--- src/irq_ctl_pkg.sv ---
// constants, register map and carrier types of the interrupt controller
package irq_ctl_pkg;

    // ****************************************************************
    // source counts and layout
    // ****************************************************************
    localparam int NSRC = 23;
    localparam int NEXT = 6;
    localparam int NPER = 17;
    localparam int NALL = 24;
    localparam int IDX_W = 5;
    localparam int EXT_POS [NEXT] = '{1, 2, 9, 15, 16, 22};
    localparam logic [NSRC-1:0] EXT_MASK = 23'h418206;
    localparam logic [NEXT-1:0] POL_RESET = 6'h00;

    // ****************************************************************
    // vectors and status bits
    // ****************************************************************
    localparam logic [15:0] VEC_RESET = 16'hfffa;
    localparam logic [15:0] VEC_FIRST = 16'hfff8;
    localparam logic [15:0] VEC_BRK = 16'hffca;
    localparam int PS_BRK_BIT = 4;

    // ****************************************************************
    // register map (byte offsets)
    // ****************************************************************
    localparam int ADDR_W = 8;
    localparam logic [ADDR_W-1:0] OFS_REQ = 8'h00;
    localparam logic [ADDR_W-1:0] OFS_REQ_CLR = 8'h04;
    localparam logic [ADDR_W-1:0] OFS_EN = 8'h08;
    localparam logic [ADDR_W-1:0] OFS_POL = 8'h0c;
    localparam logic [ADDR_W-1:0] OFS_STATE = 8'h10;
    localparam int HTRANS_ACT_BIT = 1;

    // ****************************************************************
    // types
    // ****************************************************************
    typedef enum logic [2:0] {
        ST_IDLE,
        ST_RLO,
        ST_RHI,
        ST_RFIN,
        ST_PCH,
        ST_PCL,
        ST_PS,
        ST_LOAD
    } accept_state_t;

    typedef struct packed {
        logic [15:0] pc;
        logic [7:0] ps;
        logic iflag;
        logic software_break_instruction;
        logic [7:0] vec_data;
    } cpu_in_t;

    typedef struct packed {
        logic irq_req;
        logic halt;
        logic push;
        logic [7:0] push_data;
        logic vec_rd;
        logic [15:0] vec_addr;
        logic pc_load;
        logic [15:0] pc_value;
        logic set_iflag;
    } cpu_out_t;

endpackage

--- src/mcu_interrupt_control.sv ---
// interrupt controller: request latches, enables, priority and acceptance sequence
// Behaviour
// - there are 24 sources: six external edge inputs, seventeen peripheral events and one software break.
// - every source but the break has its own request bit and enable bit and is gated by the global disable flag; the irq output is not gated by it.
// - a maskable source reaches the cpu only while its request and enable are 1 and the disable flag is 0.
// - software can both set and clear each enable bit.
// - software can clear a request bit, writing one never sets it.
// - reset and the break are non-maskable, the disable flag blocks all other sources; the irq output ignores the flag.
// - among simultaneous eligible requests the highest priority is granted first.
// - accepting an interrupt halts the instruction processing in progress.
// - program counter and status are pushed onto the stack automatically.
// - in parallel with the pushes the vector of the granted source is read and loaded into the program counter.
// - acceptance sets the disable flag and clears the request bit of the granted source.
// - changing the active edge of an external source may set its request bit.
// - reset is the top priority vector, each source has a fixed priority and a two-byte vector.
// - polarity bits choose rising or falling edge for each external source.
// - on a break the stacked status carries the break flag as one, the live flag stays zero.
//
// Chosen here: the register addresses and the AHB-Lite interface to the registers.
`timescale 1ns/1ps
`default_nettype none

module mcu_interrupt_control
    import irq_ctl_pkg::*;
(
    // clock and reset
    input wire logic hclk,
    input wire logic hresetn,
    // ahb-lite slave
    input wire logic hsel,
    input wire logic [31:0] haddr,
    input wire logic [1:0] htrans,
    input wire logic hwrite,
    input wire logic [2:0] hsize,
    input wire logic [31:0] hwdata,
    input wire logic hready,
    output logic hreadyout,
    output logic hresp,
    output logic [31:0] hrdata,
    // event sources
    input wire logic [irq_ctl_pkg::NEXT-1:0] ext_pin,
    input wire logic [irq_ctl_pkg::NSRC-1:0] periph_evt,
    // cpu core
    input wire irq_ctl_pkg::cpu_in_t cpu_i,
    output irq_ctl_pkg::cpu_out_t cpu_o,
    // summary interrupt
    output logic irq
);
    import irq_ctl_pkg::*;

    // ****************************************************************
    // declarations
    // ****************************************************************
    logic [NSRC-1:0] req_r;
    logic [NSRC-1:0] req_nxt;
    logic [NSRC-1:0] en_r;
    logic [NEXT-1:0] pol_r;
    logic [NEXT-1:0] ext_prev_r;
    logic [NEXT-1:0] ext_lvl;
    logic [NEXT-1:0] ext_edge;
    logic prime_r;
    logic [NSRC-1:0] evt_all;
    logic [NSRC-1:0] eligible;
    logic [NSRC-1:0] sw_clr;
    logic [NSRC-1:0] acc_clr;
    logic [IDX_W-1:0] gidx;
    logic take_mask;
    logic take_brk;
    logic brk_pend_r;
    logic brk_cur_r;
    logic [IDX_W-1:0] last_idx_r;
    accept_state_t state_r;
    accept_state_t state_nxt;
    logic [15:0] vec_addr_r;
    logic [15:0] pc_save_r;
    logic [7:0] ps_save_r;
    logic [15:0] pc_new_r;
    logic ap_wr_r;
    logic [ADDR_W-1:0] ap_addr_r;
    logic [31:0] hrdata_r;
    logic ap_valid;

    // ****************************************************************
    // external edge detection
    // ****************************************************************
    for (genvar k = 0; k < NEXT; k++)
    begin : g_ext
        assign ext_lvl[k] = ext_pin[k] ^ pol_r[k];
        assign ext_edge[k] = prime_r & ext_lvl[k] & ~ext_prev_r[k];
    end

    always_ff @(posedge hclk or negedge hresetn)
    begin
        if (!hresetn)
        begin
            ext_prev_r <= '0;
            prime_r <= 1'b0;
        end
        else
        begin
            ext_prev_r <= ext_lvl;
            prime_r <= 1'b1;
        end
    end

    always_comb
    begin
        evt_all = periph_evt & ~EXT_MASK;
        for (int k = 0; k < NEXT; k++)
        begin
            evt_all[EXT_POS[k]] = ext_edge[k];
        end
    end

    // ****************************************************************
    // ahb-lite slave
    // ****************************************************************
    assign ap_valid = hsel & htrans[HTRANS_ACT_BIT] & hready;
    assign hreadyout = 1'b1;
    assign hresp = 1'b0;
    assign hrdata = hrdata_r;

    always_ff @(posedge hclk or negedge hresetn)
    begin
        if (!hresetn)
        begin
            ap_wr_r <= 1'b0;
            ap_addr_r <= '0;
        end
        else
        begin
            ap_wr_r <= ap_valid & hwrite;
            ap_addr_r <= haddr[ADDR_W-1:0];
        end
    end

    always_ff @(posedge hclk or negedge hresetn)
    begin
        if (!hresetn)
        begin
            hrdata_r <= '0;
        end
        else if (ap_valid && !hwrite)
        begin
            case (haddr[ADDR_W-1:0])
                OFS_REQ: hrdata_r <= {9'h000, req_r};
                OFS_EN: hrdata_r <= {9'h000, en_r};
                OFS_POL: hrdata_r <= {26'h0000000, pol_r};
                OFS_STATE: hrdata_r <= {23'h000000, state_r != ST_IDLE, cpu_i.iflag,
                                        brk_pend_r, brk_cur_r, last_idx_r};
                default: hrdata_r <= '0;
            endcase
        end
    end

    assign sw_clr = (ap_wr_r && ap_addr_r == OFS_REQ_CLR) ? hwdata[NSRC-1:0] : '0;

    always_ff @(posedge hclk or negedge hresetn)
    begin
        if (!hresetn)
        begin
            en_r <= '0;
        end
        else if (ap_wr_r && ap_addr_r == OFS_EN)
        begin
            en_r <= hwdata[NSRC-1:0];
        end
    end

    always_ff @(posedge hclk or negedge hresetn)
    begin
        if (!hresetn)
        begin
            pol_r <= POL_RESET;
        end
        else if (ap_wr_r && ap_addr_r == OFS_POL)
        begin
            pol_r <= hwdata[NEXT-1:0];
        end
    end

    // ****************************************************************
    // request latches and priority
    // ****************************************************************
    assign acc_clr = take_mask ? (NSRC'(1) << gidx) : '0;
    // a new event in the clearing cycle wins
    assign req_nxt = (req_r & ~sw_clr & ~acc_clr) | evt_all;

    always_ff @(posedge hclk or negedge hresetn)
    begin
        if (!hresetn)
        begin
            req_r <= '0;
        end
        else
        begin
            req_r <= req_nxt;
        end
    end

    assign eligible = cpu_i.iflag ? '0 : (req_r & en_r);
    assign irq = |(req_r & en_r);

    always_comb
    begin
        gidx = '0;
        for (int i = NSRC - 1; i >= 0; i--)
        begin
            if (eligible[i])
            begin
                gidx = IDX_W'(i);
            end
        end
    end

    assign take_mask = (state_r == ST_IDLE) && (|eligible);
    assign take_brk = (state_r == ST_IDLE) && brk_pend_r && !take_mask;

    always_ff @(posedge hclk or negedge hresetn)
    begin
        if (!hresetn)
        begin
            brk_pend_r <= 1'b0;
        end
        else
        begin
            brk_pend_r <= cpu_i.software_break_instruction | (brk_pend_r & ~take_brk);
        end
    end

    // ****************************************************************
    // acceptance sequence
    // ****************************************************************
    always_comb
    begin
        state_nxt = state_r;
        case (state_r)
            ST_IDLE: if (take_mask || take_brk) state_nxt = ST_PCH;
            ST_RLO: state_nxt = ST_RHI;
            ST_RHI: state_nxt = ST_RFIN;
            ST_RFIN: state_nxt = ST_LOAD;
            ST_PCH: state_nxt = ST_PCL;
            ST_PCL: state_nxt = ST_PS;
            ST_PS: state_nxt = ST_LOAD;
            ST_LOAD: state_nxt = ST_IDLE;
            default: state_nxt = ST_IDLE;
        endcase
    end

    always_ff @(posedge hclk or negedge hresetn)
    begin
        if (!hresetn)
        begin
            state_r <= ST_RLO;
        end
        else
        begin
            state_r <= state_nxt;
        end
    end

    always_ff @(posedge hclk or negedge hresetn)
    begin
        if (!hresetn)
        begin
            vec_addr_r <= VEC_RESET;
            pc_save_r <= '0;
            ps_save_r <= '0;
            brk_cur_r <= 1'b0;
            last_idx_r <= '0;
        end
        else if (take_mask || take_brk)
        begin
            vec_addr_r <= take_mask ? 16'(VEC_FIRST - {10'h000, gidx, 1'b0}) : VEC_BRK;
            pc_save_r <= cpu_i.pc;
            ps_save_r <= cpu_i.ps | (take_brk ? (8'h01 << PS_BRK_BIT) : 8'h00);
            brk_cur_r <= take_brk;
            last_idx_r <= take_mask ? gidx : IDX_W'(NSRC);
        end
        else if (state_r == ST_PCH || state_r == ST_RLO)
        begin
            vec_addr_r <= vec_addr_r + 16'h0001;
        end
    end

    always_ff @(posedge hclk or negedge hresetn)
    begin
        if (!hresetn)
        begin
            pc_new_r <= '0;
        end
        else if (state_r == ST_PCL || state_r == ST_RHI)
        begin
            pc_new_r[7:0] <= cpu_i.vec_data;
        end
        else if (state_r == ST_PS || state_r == ST_RFIN)
        begin
            pc_new_r[15:8] <= cpu_i.vec_data;
        end
    end

    always_comb
    begin
        cpu_o.irq_req = |eligible | brk_pend_r;
        cpu_o.halt = state_r != ST_IDLE;
        cpu_o.push = state_r == ST_PCH || state_r == ST_PCL || state_r == ST_PS;
        case (state_r)
            ST_PCH: cpu_o.push_data = pc_save_r[15:8];
            ST_PCL: cpu_o.push_data = pc_save_r[7:0];
            ST_PS: cpu_o.push_data = ps_save_r;
            default: cpu_o.push_data = '0;
        endcase
        cpu_o.vec_rd = state_r == ST_PCH || state_r == ST_PCL
                       || state_r == ST_RLO || state_r == ST_RHI;
        cpu_o.vec_addr = vec_addr_r;
        cpu_o.pc_load = state_r == ST_LOAD;
        cpu_o.pc_value = pc_new_r;
        cpu_o.set_iflag = state_r == ST_LOAD;
    end

    // ****************************************************************
    // assertions
    // ****************************************************************
    AST_RAISE: assert property (@(posedge hclk) disable iff (!hresetn)
        state_r == ST_IDLE && |(req_r & en_r) && !cpu_i.iflag |=> state_r == ST_PCH)
        else $error("eligible request not accepted");

    AST_MASKED: assert property (@(posedge hclk) disable iff (!hresetn)
        state_r == ST_IDLE && cpu_i.iflag && !brk_pend_r |=> state_r == ST_IDLE)
        else $error("source accepted while disable flag set");

    AST_NO_SW_SET: assert property (@(posedge hclk) disable iff (!hresetn)
        ((req_r & ~$past(req_r)) & ~$past(evt_all)) == '0)
        else $error("request bit set without event");

    AST_HOLD: assert property (@(posedge hclk) disable iff (!hresetn)
        ($past(req_r) & ~req_r & ~$past(sw_clr) & ~$past(acc_clr)) == '0)
        else $error("request bit lost without clear");

    AST_PRIO: assert property (@(posedge hclk) disable iff (!hresetn)
        take_mask |-> (eligible & ((NSRC'(1) << gidx) - NSRC'(1))) == '0 && eligible[gidx])
        else $error("lower priority source granted");

    AST_SEQ: assert property (@(posedge hclk) disable iff (!hresetn)
        state_r == ST_PCH |-> cpu_o.push && cpu_o.halt ##1 cpu_o.push ##1
        (cpu_o.push && cpu_o.push_data == ps_save_r) ##1 (cpu_o.pc_load && !cpu_o.push))
        else $error("stacking sequence broken");

    AST_VEC: assert property (@(posedge hclk) disable iff (!hresetn)
        state_r == ST_PCH |-> cpu_o.vec_rd ##1 (cpu_o.vec_rd
        && cpu_o.vec_addr == $past(cpu_o.vec_addr) + 16'h0001))
        else $error("vector fetch not in step with stacking");

    AST_CLR: assert property (@(posedge hclk) disable iff (!hresetn)
        take_mask && !evt_all[gidx] |=> !req_r[$past(gidx)] ##3 cpu_o.set_iflag)
        else $error("granted request not cleared or flag not set");

    AST_BRK: assert property (@(posedge hclk) disable iff (!hresetn)
        take_brk |=> ##2 cpu_o.push_data[PS_BRK_BIT] && cpu_o.vec_addr == VEC_BRK + 16'h0001)
        else $error("break not stacked with break flag");

    AST_EN: assert property (@(posedge hclk) disable iff (!hresetn)
        ap_wr_r && ap_addr_r == OFS_EN |=> en_r == $past(hwdata[NSRC-1:0]))
        else $error("enable write lost");

    AST_EDGE: assert property (@(posedge hclk) disable iff (!hresetn)
        prime_r && !(ext_pin[0] ^ pol_r[0]) ##1 (ext_pin[0] ^ pol_r[0]) |=> req_r[EXT_POS[0]])
        else $error("selected edge did not set request");

    COV_ACCEPT: cover property (@(posedge hclk) disable iff (!hresetn)
        take_mask ##4 cpu_o.pc_load);
    COV_BRK: cover property (@(posedge hclk) disable iff (!hresetn)
        take_brk ##4 cpu_o.pc_load);
    COV_TWO: cover property (@(posedge hclk) disable iff (!hresetn)
        take_mask && $countones(eligible) > 1);
    COV_SETCLR: cover property (@(posedge hclk) disable iff (!hresetn)
        |(sw_clr & evt_all));

endmodule

`default_nettype wire

--- config.mk ---
export PLATFORM = sky130hd
export DESIGN_NAME = mcu_interrupt_control
export DESIGN_NICKNAME = d
export VERILOG_FILES = /design/src/irq_ctl_pkg.sv /design/src/mcu_interrupt_control.sv
export SDC_FILE = /design/constraint.sdc
export NUM_CORES = 1
export LEC_CHECK = 0
export ABC_AREA = 1
export BUFFER_PORTS_ARGS = -buffer_cell sky130_fd_sc_hd__buf_2
export CORE_MARGIN = 2
export CORE_UTILIZATION = 30
export DETAILED_ROUTE_END_ITERATION = 8
export MAX_ROUTING_LAYER = met4
export RECOVER_POWER = 100
export SETUP_SLACK_MARGIN = 0.2
export SKIP_CTS_REPAIR_TIMING = 1
export SLEW_MARGIN = 20
export SYNTH_ARGS = -nofsm -noshare
export SYNTH_HDL_FRONTEND = slang
export SYNTH_SLANG_ARGS = --single-unit
--- constraint.sdc ---
create_clock -name hclk -period 2.5 [get_ports hclk]
set_input_delay 0.75 -clock hclk [delete_from_list [all_inputs] [get_ports hclk]]
set_output_delay 0.75 -clock hclk [all_outputs]
set_load 0.05 [all_outputs]
**After elaboration in Yosys (flattened, before gate mapping)**

Cells that the tools add are included.

- Register bits: 166
- Output and inout bits: 81
- Word-level logic and storage cells: 133
- Bits of input ports: 137

- Equality and inequality tests: 14
- Bitwise logic cells: 39
- $add $sub $neg: 2
- Reductions and logical operators: 25
- Multiplexer cells: 35
- Shift operators: 1

Operator list:

| operator | count |
|---|---|
| $mux 5 | 25 |
| $pmux 23 s4 | 1 |
| $and 23x23->23 | 3 |
| $mux 23 | 3 |
| $mux 16 | 3 |
| $not 23->23 | 2 |
| $reduce_or 23->1 | 2 |
| $eq 8x4->1 const B | 4 |
| $pmux 8 s3 | 1 |
| $or 23x23->23 | 1 |
| $shl 1x5->23 const A | 1 |
| $pmux 3 s7 | 1 |
| $add 16x1->16 const B | 1 |
| $and 1x1->1 | 16 |
| $eq 3x3->1 const B | 4 |
| $eq 8x3->1 const B | 1 |
| $eq 8x5->1 const B | 1 |
| $logic_not 8->1 | 1 |
| $logic_or 1x1->1 | 8 |
| $not 1->1 | 8 |
| $or 8x5->8 | 1 |
| $sub 4x7->8 const A | 1 |
| $logic_and 1x1->1 | 7 |
| $eq 3x2->1 const B | 2 |
| 11 further kinds | 18 |

**Depth between registers and ports, before layout**

Gate-level depths: netlist (run 1).

- Depth in word-level cells: 30
- Depth in mapped cells: 28
- Mapped depth without buffers: 28

**Worst setup path after synthesis (run 1)**

Ideal clock, no wire load.

- Path kind: reg-to-output
- Start point: register state_r[0]
- End point: output port cpu_o[35] in the netlist's numbering
- Arrival time: 1.937 ns
- Cell stages (with the launch flop): 7
- Buffers on the path: 0
- Required time: 1.750 ns
- Slack: -0.187 ns
- Cells stage by stage: dfstp_2 -> inv_1 -> nor2_1 -> inv_1 -> nor2_1 -> clkinv_1 -> o221ai_1

RTL lines:

| what | RTL line | RTL |
|---|---|---|
| from (decl) | mcu_interrupt_control.sv:72 | `accept_state_t state_r;` |
| from (signal assigned) | mcu_interrupt_control.sv:258 | `state_r <= state_nxt;` |
| to (decl) | mcu_interrupt_control.sv:45 | `output irq_ctl_pkg::cpu_out_t cpu_o,` |

==> results of run 1 <==
power by group:
part | total, mW | internal (mW) | switching, mW | leakage, nW
combinational | 4.84 | 1.63 | 3.21 | 3.32
sequential | 3.53 | 3.18 | 0.349 | 1.73
clock | 2.68 | 1.60 | 1.08 | 0.291
total | 11.1 | 6.41 | 4.64 | 5.34
logic make-up after synthesis:
logic type                 after synthesis
other                                    2
DFF                                    157
xor gates and xnor gates                11
muxes                                   16
adders and majority gates                7
AOI/OAI and AO/OA                      185
and+or+nand+nor                        349
buffers and inverters                  156
final timing paths:
| path | depth (start not counted) | end | from | slack [ns] |
|---|---|---|---|---|
| setup / recovery | 8 | cpu_o[40] | state_r[0] | -0.13 |
| hold / removal | 1 | req_r[2] | ext_prev_r[1] | 0.43 |
| setup reg to reg | 17 | req_r[10] | req_r[20] | 0.04 |
| hold reg to reg | 1 | req_r[2] | ext_prev_r[1] | 0.43 |
| max in group asynchronous | 2 | brk_pend_r | hresetn | 0.37 |
| min in group asynchronous | 1 | hrdata[20] | hresetn | 0.64 |
per-stage QoR:
step	util, %	worst slack [ns]
floorplan	-	0.000527
global placement	37.7	-0.362
detailed placement	37.7	-0.416
CTS	40.2	-0.376
global route	42.7	-0.230
finish	42.7	-0.131
area by class of cell:
type,count,area [sq um],area share [%]
clock buffer,19,443,4.14
clock inverter,13,163,1.52
inverter,121,477,4.46
multi-input combinational,580,3590,33.6
sequential,157,3950,36.9
tap,330,413,3.86
timing repair buffer,256,1650,15.4
timing repair inverter,1,5.00,0.0468
routing by layer:
metal / vias to the layer above / global-route usage [%]
li1: 3380 / -
met1: 3273 / 23.9
met2: 164 / 26.8
met3: 25 / 3.05
met4: 0 / 5.27
met5: - / -
cell usage in the layout (no fill, tap or decap), types with 4 or more instances in the layout:
master	count
nand3_1	23
clkbuf_2	5
o21bai_1	18
nor2_4	22
nand2_2	21
nor2_1	35
o221ai_1	4
nand4_1	7
clkbuf_1	10
a31oi_1	5
a21oi_1	14
buf_6	17
buf_2	140
o21ai_0	84
o31ai_1	6
nand2_4	7
nand2_1	199
ha_4	5
o21ai_1	6
nor2_2	9
inv_6	5
o22ai_1	10
dfstp_2	15
dfrtp_1	141
a32o_1	13
inv_1	103
o221ai_2	10
clkinv_2	4
inv_2	13
buf_4	78
mux2_2	16
xnor2_1	6
nor3_1	5
xor2_1	5
conb_1	12
clkbuf_16	17
registers in the layout (all words and copies together), names as in the netlist:
name	count
brk_pend_r	1
ext_prev_r	6
hrdata	23
req_r	23
ps_save_r	8
ap_wr_r	1
pc_save_r	16
pc_new_r	16
prime_r	1
vec_addr_r	16
ap_addr_r	8
last_idx_r	5
state_r	3
en_r	23
pol_r	6
brk_cur_r	1
==> flow_metrics.py, run 1 <==
metrics = {
    "global_route": {
        "grt_pass1_wl_microns": 34900,
        "antenna_found_initial": 0,
        "grt_pass1_vias": 6595,
        "grt_use_total_pct": 17.5,
        "grt.overflow.total": 0,
        "grt_max_degree": 55,
    },
    "floorplan": {
        "pin_count": 218,
        "rows": 58,
        "initial_utilization_pct": 30.4,
        "die_h_microns": 163,
        "dieArea_sq_mm": 0.0267,
        "design.core.area_sq_mm": 0.0250,
        "die-width_microns": 163,
    },
    "synth": {
        "ys_top_cells_by_count": "224 x nand2_1, 142 x dfrtp_1, 115 x inv_1",
        "synth_most_common_cell": "nand2_1",
        "synth.area.top_cells": "dfrtp_1 47%, nand2_1 11%, o21ai_0 5.8%",
        "synthArstFlopShare_pct": 100,
        "synth_xor_xnor_area_share_pct": 1.27,
        "muxShareOfSynthArea_pct": 2.37,
        "synth-adder-area-share_pct": 1.15,
        "synth_flop_cell": "dfrtp_1",
        "synthDistinctLibCells": 45,
        "yosys_warnings": 0,
        "yosys.area.top_type_share_pct": 46.7,
        "synth_top_family_by_area": "simple AND/OR/NAND/NOR gates",
        "yosysTopAreaCell": "dfrtp_1",
        "synth-seq-cells": 157,
        "synth-edff-count": 0,
        "synthCells": 883,
        "synth.avg_cell_area_sq_um": 8.62,
        "netlist_area_sq_mm": 0.00761,
        "synth_compound_area_share_pct": 15.2,
        "synthSimpleGateAreaFrac_pct": 19.6,
        "ys_seq_area_share_pct": 51.8,
    },
    "routing": {
        "drt_wl_total_microns": 22800,
        "via_per_inst": 4.63,
        "met3_length_microns": 1080,
        "wl_per_cell_microns": 15.4,
        "drc": 0,
        "num_vias": 6842,
        "wl_met2_microns": 10800,
        "drt_first_pass_iters": 5,
        "highest_layer": "met4",
        "wl_met1_microns": 10600,
        "ant_nets": 0,
        "drtIter0Drc": 435,
    },
    "sta": {
        "rsz0062_at_grt": "yes",
        "fmax_mhz": 380,
        "tightest_slew_ns": 1.43,
        "slew_headroom_pct": 4.95,
        "drv_slew": 0,
        "fin_skew_ns": 0.0115,
        "whs_ns": 0.426,
        "finalHoldViolCount": 0,
        "fin_crit_sh_pct": 105,
        "setup_viol": 8,
        "post-route-min-period_ns": 2.63,
        "setup_slack_ns": -0.131,
        "tns_ns": -0.924,
    },
    "clocking": {
        "htreeDepth": 4,
        "path_clk_slew_ns": 0.06,
        "cts_tree": "done",
        "max-clock-path-buffers": 2,
        "cts_buffers": 17,
        "cts_root_buffer": "clkbuf_16",
        "clk_latency_ns": 0.43,
        "cts_sinks": 157,
    },
    "hold_path": {
        "hold_path.class": "flip-flop to flip-flop",
    },
    "run": {
        "maxCapViolations": 0,
    },
    "setup_path": {
        "start_kind": "flip-flop",
        "cp_num_buf_inv": 5,
        "crit_fanout": 4,
        "crit_path_top_delay_cell": "dfstp_2",
        "worstSetupPathType": "flip-flop to primary output",
        "worst_setup_path_end_kind": "primary output",
        "crit_chain": "inv_2 > nor2_4 > inv_2 > nor2_4 > inv_2 > buf_6 > o221ai_4 > buf_6",
        "required_ns": 1.75,
        "max_stage_delay_ns": 0.58,
        "critPathArrivalTime_ns": 1.88,
        "cpLargestDelayFamily": "flip-flops",
        "critPathMostFrequentCell": "inv_2",
    },
    "finish": {
        "synthToLayoutAreaGrowth_pct": 40.4,
        "final_area_sq_mm": 0.0107,
        "drive_above_1_share_pct": 37.4,
        "final_cell_count_no_fill": 1477,
        "nNetsFinal": 1278,
        "diodes": 0,
        "nFillCells": 2463,
    },
    "placement": {
        "port_buffers": 163,
        "place_congestion": 0.957,
        "placed_cells": 1429,
        "place_area_sq_mm": 0.00945,
        "post-dp-hpwl_microns": 17000,
    },
    "pwr": {
        "leakagePower_nw": 5.34,
        "power-per-cell-area_mw_per_mm2": 1030,
        "total_power_mw": 11.1,
        "irDropWorstVdd_mv": 0.621,
    },
    "status": {
        "status": "finished, violations left",
        "violations": "setup timing",
    },
}
No activity file was read; power rests on OpenSTA's default activity.
==> run 2, diff against run 1 <==
- ABC_AREA: 1 -> unset
==> flow_metrics.py, run 2 <==
metrics = {
    "synth": {
        "synth-edff-count": 0,
        "synth.avg_cell_area_sq_um": 10.3,
        "ys_seq_area_share_pct": 52.1,
        "synth_flop_cell": "dfrtp_1",
        "synthDistinctLibCells": 65,
        "synthSimpleGateAreaFrac_pct": 17.4,
        "synth_top_family_by_area": "simple AND/OR/NAND/NOR gates",
        "muxShareOfSynthArea_pct": 10.2,
        "yosys.area.top_type_share_pct": 46.9,
        "yosysTopAreaCell": "dfrtp_1",
        "synth_most_common_cell": "nand2_1",
        "netlist_area_sq_mm": 0.00758,
        "synthCells": 735,
        "synth-seq-cells": 157,
        "ys_top_cells_by_count": "181 x nand2_1, 142 x dfrtp_1, 45 x mux2_2",
        "synth_compound_area_share_pct": 13.9,
        "synth-adder-area-share_pct": 1.16,
        "synth.area.top_cells": "dfrtp_1 47%, nand2_1 9.0%, mux2_2 6.7%",
        "synth_xor_xnor_area_share_pct": 1.62,
        "yosys_warnings": 0,
        "synthArstFlopShare_pct": 100,
    },
    "routing": {
        "drtIter0Drc": 402,
        "drt_first_pass_iters": 9,
        "via_per_inst": 4.85,
        "ant_nets": 0,
        "num_vias": 6619,
        "drc": 0,
        "drt_wl_total_microns": 23900,
        "wl_per_cell_microns": 17.5,
    },
    "setup_path": {
        "required_ns": 1.75,
        "critPathArrivalTime_ns": 2.16,
        "crit_fanout": 2,
        "start_kind": "flip-flop",
        "cp_num_buf_inv": 2,
        "max_stage_delay_ns": 0.56,
        "crit_path_top_delay_cell": "or4_4",
        "reg2reg_depth": 16,
        "cpLargestDelayFamily": "simple AND/OR/NAND/NOR gates",
        "worst_setup_path_end_kind": "primary output",
        "crit_chain": "a222oi_1 > buf_4 > a31oi_4 > or4_4 > buf_8",
        "crit_cells": 5,
        "worstSetupPathType": "flip-flop to primary output",
    },
    "finish": {
        "nNetsFinal": 1163,
        "seq_area_sq_mm": 0.00395,
        "final_cell_mix": "168 x nand2_1, 140 x dfrtp_1, 102 x buf_2",
        "final_util_pct": 43.7,
        "layout_commonest_cell": "nand2_1",
        "synthToLayoutAreaGrowth_pct": 43.7,
        "multi_input_area_sq_mm": 0.00386,
        "final_cell_count_no_fill": 1364,
        "final_area_sq_mm": 0.0109,
        "drive_above_1_share_pct": 42.4,
        "nFillCells": 2381,
    },
    "floorplan": {
        "die-width_microns": 163,
        "rows": 58,
        "design.core.area_sq_mm": 0.0250,
        "dieArea_sq_mm": 0.0266,
        "pin_count": 218,
        "die_h_microns": 163,
        "initial_utilization_pct": 30.4,
    },
    "sta": {
        "tightest_slew_ns": 1.44,
        "fin_crit_sh_pct": 117,
        "finalHoldViolCount": 0,
        "setup_viol": 29,
        "slew_headroom_pct": 3.94,
        "tns_ns": -2.97,
        "rsz0062_at_grt": "yes",
        "whs_ns": 0.443,
        "post-route-min-period_ns": 2.91,
        "setup_slack_ns": -0.415,
        "fmax_mhz": 343,
        "drv_slew": 0,
        "fin_skew_ns": 0.0119,
    },
    "clocking": {
        "max-clock-path-buffers": 2,
        "cts_buffers": 17,
        "htreeDepth": 4,
        "path_clk_slew_ns": 0.07,
        "cts_tree": "done",
        "cts_root_buffer": "clkbuf_16",
        "clk_latency_ns": 0.43,
        "cts_sinks": 157,
    },
    "hold_path": {
        "whs_path_depth": 1,
        "hold_path.class": "input pin to flip-flop",
    },
    "global_route": {
        "antenna_found_initial": 2,
        "busiest_layer": "met2",
        "use_met3_pct": 4.66,
        "grt_pass1_vias": 6443,
        "grt_use_total_pct": 17.8,
        "globalRouteMet2Util_pct": 27.8,
        "met1_usage_pct": 22.9,
        "grt_max_degree": 47,
        "grt.overflow.total": 0,
        "grt_pass1_wl_microns": 35300,
    },
    "placement": {
        "placed_cells": 1296,
        "place_congestion": 0.857,
        "port_buffers": 163,
        "post-dp-hpwl_microns": 16800,
        "place_area_sq_mm": 0.00947,
        "place_ws_ns": -0.185,
    },
    "pwr": {
        "irDropWorstVdd_mv": 0.834,
        "power-per-cell-area_mw_per_mm2": 943,
        "leakagePower_nw": 4.78,
        "total_power_mw": 10.3,
    },
    "status": {
        "status": "finished, violations left",
        "violations": "setup timing",
    },
    "run": {
        "maxCapViolations": 0,
    },
}
-- run 2: changes by cell type after synthesis, sizes merged, moves of 12 or more --
cell	previous run	this run
nand2	229	181
o221ai	17	0
buf	16	28
mux2i	0	27
mux2	16	45
and2	0	12
a31o	1	18
inv	119	10
nor2	66	28
o21ai	91	21
o21bai	18	0
-- run 2: final timing paths --
check / startpoint / end / slack, ns
worst max-delay path: en_r[22] / cpu_o[45] / -0.41
worst max register to register: en_r[7] / req_r[12] / -0.11
max in group asynchronous: hresetn / state_r[1] / 0.31
worst min register to register: hrdata[18] / hrdata[18] / 0.47
worst min-delay path: haddr[1] / ap_addr_r[1] / 0.44
min in group asynchronous: hresetn / vec_addr_r[0] / 0.57
-- run 2: kinds of logic after synthesis --
group,count (synthesis)
buffers and inverters,51
XOR/XNOR,14
multiplexers,72
AO/OA/AOI/OAI,142
other,2
AND/OR/NAND/NOR,290
flip-flops,157
adder cells (fa/ha/maj),7
-- run 2: layout make-up --
type                    instances  area share [%]
well taps                     330            3.79
clock buffers                  19            4.16
inverters                      10           0.505
clock inverters                13            1.19
flip-flops and latches        157            36.2
multi-input cells             537            35.5
repair buffers                296            18.6
diodes                          2          0.0459
-- run 2: power breakdown --
part / switching (mW) / internal (mW)
Sequential: 0.371 / 3.09
Clock: 1.13 / 1.45
Combinational: 2.56 / 1.69
-- run 2: per-layer routing --
metal / vias up / routed length, microns
li1: 3151 / -
met1: 3238 / 10400
met2: 205 / 11600
met3: 25 / 1560
met4: 0 / 398
met5: - / 0
